File: config.mk
export PLATFORM = sky130hd
export DESIGN_NAME = fub_tx_sequencer
export DESIGN_NICKNAME = d
export VERILOG_FILES = /design/src/fub_pkg.sv /design/src/fub_tx_sequencer.sv
export SDC_FILE = /design/constraint.sdc
export NUM_CORES = 1
export LEC_CHECK = 0
export BUFFER_PORTS_ARGS = -buffer_cell sky130_fd_sc_hd__buf_2
export CORE_MARGIN = 1
export CORE_UTILIZATION = 62
export CTS_BUF_LIST = sky130_fd_sc_hd__clkbuf_4 sky130_fd_sc_hd__clkbuf_8
export CTS_CLUSTER_SIZE = 16
export DETAILED_ROUTE_END_ITERATION = 8
export PLACE_DENSITY = 0.79
export SLEW_MARGIN = 20
export SYNTH_ARGS = -nofsm -noshare
export SYNTH_HDL_FRONTEND = slang
export SYNTH_SLANG_ARGS = --single-unit
File: constraint.sdc
create_clock -name clk -period 3.5 [get_ports clk]
set_input_delay 0.525 -clock clk [delete_from_list [all_inputs] [get_ports clk]]
set_output_delay 0.525 -clock clk [all_outputs]
set_load 0.01 [all_outputs]
File: src/fub_pkg.sv
package fub_pkg;
	// serial timing: 100 MHz clock, 38400 bit/s line
	localparam int unsigned CLK_HZ         = 100_000_000;
	localparam int unsigned BAUD_BPS       = 38_400;
	localparam int unsigned BIT_CYCLES     = CLK_HZ / BAUD_BPS;
	localparam int unsigned BIT_CNT_W      = 12;
	// frame and transfer geometry
	localparam int unsigned DATA_BITS      = 8;
	localparam int unsigned BLOCK_BYTES    = 8;
	localparam int unsigned RUN_BLOCKS     = 32;
	localparam int unsigned FIFO_DEPTH     = 16;
	localparam int unsigned FIFO_AW        = 4;
	localparam logic [4:0]  TX_THRESHOLD   = 5'h08;
	localparam logic [4:0]  FIFO_LVL_FULL  = 5'h10;
	localparam logic [5:0]  BLOCKS_RESET   = 6'h00;
	localparam logic [3:0]  FRAME_BITS     = 4'h9;

	// one byte moving along the data path
	typedef struct packed {
		logic       valid;
		logic [7:0] data;
	} fub_byte_t;

	// run sequencing states
	typedef enum logic [2:0] {
		FUB_IDLE,
		FUB_FILL,
		FUB_WAIT,
		FUB_CPU,
		FUB_DRAIN
	} fub_state_t;

	// serial shifter states
	typedef enum logic [1:0] {
		FUB_TX_IDLE,
		FUB_TX_START,
		FUB_TX_DATA,
		FUB_TX_STOP
	} fub_tx_state_t;
endpackage : fub_pkg

File: src/fub_tx_sequencer.sv
// Behaviour
// (RULE1) enable at low level raises fifo-empty request
// (RULE2) each request moves exactly one 8-byte block
// (RULE3) re-request whenever level falls to threshold
// (RULE4) after 32 blocks request goes to processor
// (RULE5) transmit-end pulses once last frame leaves
// (RULE6) one start edge launches one 256-byte run
// (RULE7) dedicated tx out, rx in, start pins
// (RULE8) 8N1 lsb first at 38400 bit/s
// (RULE9) transmit threshold fixed at eight bytes
// (RULE10) start taken on falling edge, unfiltered
// (RULE11) shift one byte per frame, idle high
module fub_tx_sequencer
	import fub_pkg::*;
(
	input  wire logic       clk,
	input  wire logic       rst,
	input  wire logic       start_trigger_input,
	input  wire logic       serial_rx_in,
	input  wire logic [7:0] src_data,
	input  wire logic       src_valid,
	output logic            src_ready,
	output logic            tx_fifo_empty_request,
	output logic            cpu_empty_request,
	output logic            tx_end_interrupt,
	output logic            tx_complete,
	output logic            serial_tx_out,
	output logic            rx_sample
);

	////////////////////////////////////////////////////////////////////////
	// state
	fub_state_t    state;          // run sequencer
	fub_tx_state_t tx_state;       // shifter
	logic          start_prev;     // last start level
	logic [5:0]    blocks_done;    // blocks moved this run
	logic [3:0]    block_bytes;    // bytes of current block
	fub_byte_t     skid [2];       // two-entry input buffer
	logic          skid_rd;        // head entry index
	logic          skid_wr;        // tail entry index
	logic [7:0]    fifo_mem [FIFO_DEPTH];
	logic [FIFO_AW-1:0] fifo_rp;   // read pointer
	logic [FIFO_AW-1:0] fifo_wp;   // write pointer
	logic [4:0]    fifo_lvl;       // unsent byte count
	logic [BIT_CNT_W-1:0] bit_tmr; // cycles inside one bit
	logic [3:0]    bit_idx;        // data bit position
	logic [7:0]    shreg;          // transmit shift register

	////////////////////////////////////////////////////////////////////////
	// decode
	wire start_fall  = start_prev & ~start_trigger_input;  // RULE10
	wire at_thresh   = fifo_lvl <= TX_THRESHOLD;          // RULE9
	wire head_valid  = skid[skid_rd].valid;
	wire tail_free   = ~skid[skid_wr].valid;
	// a byte moves only on an edge where valid meets the registered ready
	wire take_in     = src_valid & src_ready & tail_free;
	wire fifo_push   = head_valid & (fifo_lvl != FIFO_LVL_FULL)
	                   & (state == FUB_FILL);
	wire fifo_pop    = (tx_state == FUB_TX_IDLE) & (fifo_lvl != 5'h00);
	wire bit_end     = bit_tmr == BIT_CNT_W'(BIT_CYCLES - 1);
	wire block_end   = fifo_push & (block_bytes == 4'(BLOCK_BYTES - 1));
	wire run_end     = block_end & (blocks_done == 6'(RUN_BLOCKS - 1));
	wire line_idle   = (tx_state == FUB_TX_IDLE) & (fifo_lvl == 5'h00);
	wire [4:0] next_fifo_lvl = fifo_lvl + {4'h0, fifo_push}
	                           - {4'h0, fifo_pop};
	// buffer occupancy now and after this edge
	wire [1:0] skid_cnt      = {1'b0, skid[0].valid}
	                           + {1'b0, skid[1].valid};
	wire [1:0] next_skid_cnt = skid_cnt + {1'b0, take_in}
	                           - {1'b0, fifo_push};

	////////////////////////////////////////////////////////////////////////
	// two-entry buffer in front of the fifo
	genvar gi;
	generate
		for (gi = 0; gi < 2; gi++) begin : g_skid
			always_ff @(posedge clk) begin
				if (rst) begin
					skid[gi] <= '0;
				end else if (take_in && skid_wr == 1'(gi)) begin
					skid[gi] <= '{valid: 1'b1, data: src_data};
				end else if (fifo_push && skid_rd == 1'(gi)) begin
					skid[gi].valid <= 1'b0;
				end
			end
		end
	endgenerate

	// buffer pointers and registered ready toward the source
	always_ff @(posedge clk) begin
		if (rst) begin
			skid_rd   <= 1'b0;
			skid_wr   <= 1'b0;
			src_ready <= 1'b0;
		end else begin
			skid_rd   <= skid_rd ^ fifo_push;
			skid_wr   <= skid_wr ^ take_in;
			// promise a slot only if one stays free after this edge, so
			// both entries fill while the fifo stalls and no byte is lost
			src_ready <= next_skid_cnt < 2'h2;
		end
	end

	////////////////////////////////////////////////////////////////////////
	// transmit fifo storage (written as transmit_fifo_data_reg)
	always_ff @(posedge clk) begin
		if (fifo_push) begin
			fifo_mem[fifo_wp] <= skid[skid_rd].data;
		end
	end

	// fifo pointers and level
	always_ff @(posedge clk) begin
		if (rst) begin
			fifo_rp  <= '0;
			fifo_wp  <= '0;
			fifo_lvl <= '0;
		end else begin
			fifo_wp  <= fifo_wp + FIFO_AW'(fifo_push);
			fifo_rp  <= fifo_rp + FIFO_AW'(fifo_pop);
			fifo_lvl <= next_fifo_lvl;
		end
	end

	////////////////////////////////////////////////////////////////////////
	// run sequencer
	always_ff @(posedge clk) begin
		if (rst) begin
			state       <= FUB_IDLE;
			start_prev  <= 1'b1;
			blocks_done <= BLOCKS_RESET;
			block_bytes <= '0;
			tx_complete <= 1'b1;
		end else begin
			start_prev <= start_trigger_input;
			case (state)
				FUB_IDLE: begin
					// a new edge is ignored until the run completes
					if (start_fall) begin  // RULE6
						blocks_done <= BLOCKS_RESET;
						tx_complete <= 1'b0;
						state       <= FUB_WAIT;
					end
				end
				FUB_WAIT: begin
					if (at_thresh) begin  // RULE1 RULE3
						state <= FUB_FILL;
					end
				end
				FUB_FILL: begin
					if (fifo_push) begin  // RULE2
						block_bytes <= block_bytes + 4'h1;
					end
					if (block_end) begin
						block_bytes <= '0;
						blocks_done <= blocks_done + 6'h01;
						state <= run_end ? FUB_CPU : FUB_WAIT;  // RULE4
					end
				end
				FUB_CPU: begin
					// processor handler swaps empty for end interrupt
					state <= FUB_DRAIN;  // RULE4
				end
				FUB_DRAIN: begin
					if (line_idle) begin  // RULE5
						tx_complete <= 1'b1;
						state       <= FUB_IDLE;
					end
				end
				default: state <= FUB_IDLE;
			endcase
		end
	end

	// request outputs follow the sequencer one cycle late
	always_ff @(posedge clk) begin
		if (rst) begin
			tx_fifo_empty_request <= 1'b0;
			cpu_empty_request     <= 1'b0;
			tx_end_interrupt      <= 1'b0;
		end else begin
			tx_fifo_empty_request <= state == FUB_FILL;  // RULE1 RULE3
			cpu_empty_request     <= state == FUB_CPU;   // RULE4
			tx_end_interrupt <= (state == FUB_DRAIN) & line_idle;  // RULE5
		end
	end

	////////////////////////////////////////////////////////////////////////
	// serial shifter, 8N1 lsb first
	always_ff @(posedge clk) begin
		if (rst) begin
			tx_state      <= FUB_TX_IDLE;
			bit_tmr       <= '0;
			bit_idx       <= '0;
			shreg         <= '0;
			serial_tx_out <= 1'b1;
		end else begin
			bit_tmr <= bit_end ? '0 : bit_tmr + BIT_CNT_W'(1);
			case (tx_state)
				FUB_TX_IDLE: begin
					serial_tx_out <= 1'b1;  // RULE11
					bit_tmr       <= '0;
					if (fifo_pop) begin  // RULE11
						shreg         <= fifo_mem[fifo_rp];
						serial_tx_out <= 1'b0;
						tx_state      <= FUB_TX_START;
					end
				end
				FUB_TX_START: begin
					if (bit_end) begin
						serial_tx_out <= shreg[0];  // RULE8
						bit_idx       <= 4'h1;
						tx_state      <= FUB_TX_DATA;
					end
				end
				FUB_TX_DATA: begin
					if (bit_end) begin
						if (bit_idx == 4'(DATA_BITS)) begin
							serial_tx_out <= 1'b1;  // RULE8
							tx_state      <= FUB_TX_STOP;
						end else begin
							serial_tx_out <= shreg[bit_idx[2:0]];
							bit_idx       <= bit_idx + 4'h1;
						end
					end
				end
				FUB_TX_STOP: begin
					if (bit_end) begin
						tx_state <= FUB_TX_IDLE;
					end
				end
				default: tx_state <= FUB_TX_IDLE;
			endcase
		end
	end

	// receive pin is registered and handed on; no receive path here
	always_ff @(posedge clk) begin
		if (rst) begin
			rx_sample <= 1'b1;
		end else begin
			rx_sample <= serial_rx_in;  // RULE7
		end
	end

endmodule : fub_tx_sequencer

Word-level counts from Yosys, hierarchy flattened --
Memory sizes are Yosys's and may differ from the RTL's. A register that Yosys moved wholly into a read port is not among the register bits. Cells that the tools add are included. Widths: inputs -> output; s select.
Word-level totals: register bits 54, bits in writable memories 146, input bits 13, word-level logic and storage cells 154, memories kept 2
Memory list:
- fifo_mem | words 16, bits a word 8, rd ports 1, clocked after memory_dff 1, write ports 1, RTL line fub_tx_sequencer.sv:41 | logic [7:0] fifo_mem [FIFO_DEPTH];
- skid | words 2, bits a word 9, rd ports 4, clocked after memory_dff 2, write ports 2, RTL line fub_tx_sequencer.sv:38 | fub_byte_t skid [2];
Cells by class: add/sub/neg operators 11, order comparisons 3, equal/unequal tests 22, mux-type cells 55, bitwise operators 20, reductions and logical operators 22
Operator list (count):
- $mux 1 | 30
- $mux 4 | 5
- $ne 2x2->1 const B | 10
- $mux 9 | 2
- $pmux 3 s5 | 1
- $add 12x1->12 const B | 1
- $eq 12x12->1 const B | 1
- $mux 3 | 4
- $mux 6 | 2
- $pmux 6 s2 | 1
- $and 1x1->1 | 10
- $mux 2 | 5
- $reduce_and 3->1 | 3
- $add 4x1->4 | 2
- $add 4x1->4 const B | 2
- $pmux 2 s4 | 1
- $pmux 4 s2 | 1
- $reduce_and 4->1 | 2
- $reduce_bool 2->1 | 4
- $add 6x1->6 const B | 1
- $eq 3x2->1 const B | 2
- $eq 6x5->1 const B | 1
- $add 5x1->5 | 1
- $le 5x4->1 const B | 1
- 28 further kinds | 40

Depth between registers and ports, before layout --
depth in word-level cells 9, mapped depth 14

Least setup slack after synthesis --
OpenSTA, ideal clock, no wires.
path type reg-to-reg, start register fifo_lvl[2], end register fifo_lvl[4], setup time 0.132 ns, arrival 2.550 ns, data required time 3.368 ns, setup slack 0.817 ns, stages on the path, launching flop included 15, path buffers 0, path through dfxtp_1 > inv_1 > ha_1 > or4b_1 > nand2_2 > inv_1 > ha_1 > inv_1 > ha_1 > inv_1 > fa_1 > nand2b_1 > a21oi_1 > or3_1 > a21oi_1
On the way: word-level cells in the longest chain between the ends 5
RTL lines:
- start: declaration | RTL line fub_tx_sequencer.sv:44 | logic [4:0] fifo_lvl;
- start signal: assignment | RTL line fub_tx_sequencer.sv:121 | fifo_lvl <= next_fifo_lvl;
- $ne 5x5->1 | RTL line fub_tx_sequencer.sv:57 | wire fifo_push = head_valid & (fifo_lvl != FIFO_LVL_FULL)
- $and 1x1->1 | RTL line fub_tx_sequencer.sv:57
- $and 1x1->1 | RTL line fub_tx_sequencer.sv:58 | & (state == FUB_FILL);
- $add 5x1->5 | RTL line fub_tx_sequencer.sv:64 | wire [4:0] next_fifo_lvl = fifo_lvl + {4'h0, fifo_push}
- $sub 5x1->5 (*) | RTL line fub_tx_sequencer.sv:65 | - {4'h0, fifo_pop};
Every way passes the cells marked *; elsewhere a longest branch is shown, timed or not. A chain may end at the register's enable or synchronous reset.

Final worst setup path --
Ends and elaborated chain as after synthesis.

==> summary.md <==
| Metric | Value |
|---|---|
| Status | `complete, no violations` |
| Clock transition at path regs | `0.06 ns` |
| Seq/Total Area, Yosys | `63.7%` |
| Worst endpoint required time | `3.92 ns` |
| Diode count | `0` |
| H-Tree Level Count | `2` |
| Worst r2r path cells | `14` |
| PostCTS Resize Cnt | `0` |
| Synthesis-to-layout area growth | `9.90%` |
| Yosys top cell area share | `49.6%` |
| Share of cells above drive strength 1 | `between 20% and 30%` |
| Hold buffer count at CTS | `0` |
| Worst hold path depth | `2` |
| 1st-iter DRT viols | `338` |
| Worst Path Max Fanout | `10` |
| Via/cell ratio | `5.99` |
| I/O pin cnt | `20` |
| Syn Nets | `642` |
| CP arrival | `roughly 3.5 ns` |
| CTS tree | `done` |
| FP Rows | `43` |
| Root Buffer | `clkbuf_8` |
| Hold Crit Class | `input pin to register` |
| Per-cell routed wire length | `19.4 um` |
| Vias in the first global route | `5194` |
| Final Total Pwr | `6.05 mW` |
| Most common cell in the netlist | `edfxtp_1` |
| Slew headroom | `27.5%` |
| Hpwl dp | `10700 um` |
| Initial Util | `63.7%` |
| Setup TNS | `0 ns` |
| Skew-Pair Late Insertion Delay | `0.52 ns` |
| Final period util | `86.9%` |
| Synth top area cells | `edfxtp_1, dfxtp_1, mux4_2, ha_1, mux2i_1` |
| DR vias | `5031` |
| P_leak | `3.32 nW` |
| Final Skew | `between 0.02 and 0.025 ns` |
| Nets | `679` |
| RSZ-0062 raised after global routing | `no` |
| Die Y | `about 120 um` |
| Die span in x | `121 um` |
| Final WL | `16300 um` |
| DRT Pass-1 Iters | `4` |
| DRC | `0` |
| Setup crit start kind | `register` |
| Setup WS pre-CTS | `0.472 ns` |
| EDFF count, synth | `146` |
| Async set-reset flop share out of synthesis | `0%` |
| PwrDens | `623 mW/mm2` |
| Gr usage total | `around 24%` |
| Cell taking the most area after synthesis | `edfxtp_1` |
| Crit path capture type | `register` |
| Number of CTS-inserted buffers | `34` |
| First-pass GRT wire length | `approximately 26000 um` |
| Clock sink total | `208` |
| Syn Inst Count | `601` |
| IO buf count | `19` |
| Pin count of the biggest net entering global routing | `59` |
| Max Cap Viol | `0` |
| Cell variety after synth | `58` |
| Max-slew violations | `0` |
| RD Place Congestion | `between 0.8 and 0.9` |
| Final hold vios | `0` |
| Grt total ovfl | `0` |
| # setup viols final | `0` |
| Postcts setup bufs | `0` |
| Max Clock Freq | `roughly 330 MHz` |
| Synthesis Warnings | `0` |
| Antenna-violating nets left | `0` |
| Post-Syn Area | `0.00884 mm2` |
| Worst-margin pin slew | `1.09 ns` |
| Core box area | `0.0139 mm2` |
| Max VDD drop | `approximately 420 uV` |
| Setup ws final | `0.459 ns` |
| Kind of critical path | `register to register` |
| Filler cells | `904` |
| DIE AREA | `about 0.015 mm2` |
| Dominant synthesized flop cell | `edfxtp_1` |
| Fin crit period | `a little over 3 ns` |
| Clk buf depth | `3` |
| Mapped Avg Cell Area | `14.7 um2` |
| Synthesis-stage register bit count | `208` |
| Initial antenna violation count | `0` |
| Top cells by count, synth | `edfxtp_1, dfxtp_1, nor2_1` |
[cells in the final DEF (no fill, tap or decap), types with 14 or more instances in the layout]
master and instances:
mux2i_1 20, o21ai_0 14, dfxtp_1 60, inv_1 22
ha_1 27, a21oi_1 19, clkbuf_8 34, buf_2 19
nor2_1 44, edfxtp_1 146, nand2_1 15, and2_1 19
mux4_2 33
[through the flow]
stage / cell area [um2] / std cells / hold WS [ns] / util, %
after floorplan: 8840 / 601 / 0.430 / -
after global placement: 9100 / 782 / 0.432 / 65.5
after detailed placement: 9100 / 782 / 0.439 / 65.5
after CTS: 9710 / 840 / 0.179 / 70.0
after global routing: 9710 / 840 / 0.188 / 70.0
final: 9710 / 840 / 0.202 / 70.0
[final timing paths]
| path | slack (ns) | from | end |
|---|---|---|---|
| max | 0.46 | fifo_lvl[2]$_SDFF_PP0_ | fifo_lvl[4]$_SDFF_PP0_ |
| min | 0.20 | serial_rx_in | rx_sample$_SDFF_PP1_ |
| max reg2reg | 0.46 | fifo_lvl[2]$_SDFF_PP0_ | fifo_lvl[4]$_SDFF_PP0_ |
| min reg2reg | 0.44 | serial_tx_out$_SDFFE_PP1P_ | serial_tx_out$_SDFFE_PP1P_ |
[routing by layer]
| metal | share of wire (%) | global-route usage [%] | wire (um) |
|---|---|---|---|
| met5 | 0 | 0 | 0 |
| met4 | 2.8 | 10.4 | 460 |
| met3 | 4.6 | 4.93 | 753 |
| met2 | 50 | 40.8 | 8090 |
| met1 | 43 | 30.4 | 7030 |
[state kept, by name, indices dropped and copies added (netlist names), 2 cells and up]
signal / flops
fifo_mem: 128
tx_state: 2
state: 3
shreg: 8
blocks_done: 6
block_bytes: 4
bit_tmr: 12
bit_idx: 4
fifo_lvl: 5
fifo_rp: 4
fifo_wp: 4
skid: 18
[critical path, stage by stage, from the launching register on]
cell and delay [ns]:
dfxtp_1 0.32, inv_1 0.10, ha_1 0.19, or4b_1 0.50, nand2_2 0.20, inv_1 0.09
ha_1 0.28, inv_1 0.06, ha_1 0.15, inv_1 0.05, fa_1 0.40, nand2b_1 0.16
a21oi_1 0.16, o21ai_0 0.12, a21oi_1 0.17
[cell type report]
| cell class | count | area [um2] | area share (%) |
|---|---|---|---|
| clock buffer | 45 | 551 | 5.67 |
| tap | 180 | 225 | 2.32 |
| sequential | 208 | 5630 | 58.0 |
| multi-input combinational | 344 | 3000 | 30.9 |
| inverter | 23 | 86.3 | 0.889 |
| timing repair buffer | 27 | 155 | 1.60 |
| clock inverter | 13 | 62.6 | 0.644 |
[cell families (layout without fill, tap and decap cells)]
group | count (synthesis) | after routing | share of synthesized area [%]
flops | 208 | 208 | 63.7
fa+ha+maj | 28 | 28 | 4.05
simple gates | 181 | 181 | 12.3
mux | 63 | 63 | 12.0
compound gates | 55 | 55 | 3.98
xor+xnor | 17 | 17 | 1.69
buf+inv | 49 | 108 | 2.35
[power by group]
| group | switching (mW) | total, mW | internal, mW | leakage (nW) |
|---|---|---|---|---|
| clock | 0.917 | 1.94 | 1.03 | 0.325 |
| combinational | 0.605 | 1.17 | 0.567 | 1.14 |
| sequential | 0.158 | 2.93 | 2.78 | 1.86 |
Power figures use the tool's default switching activity.
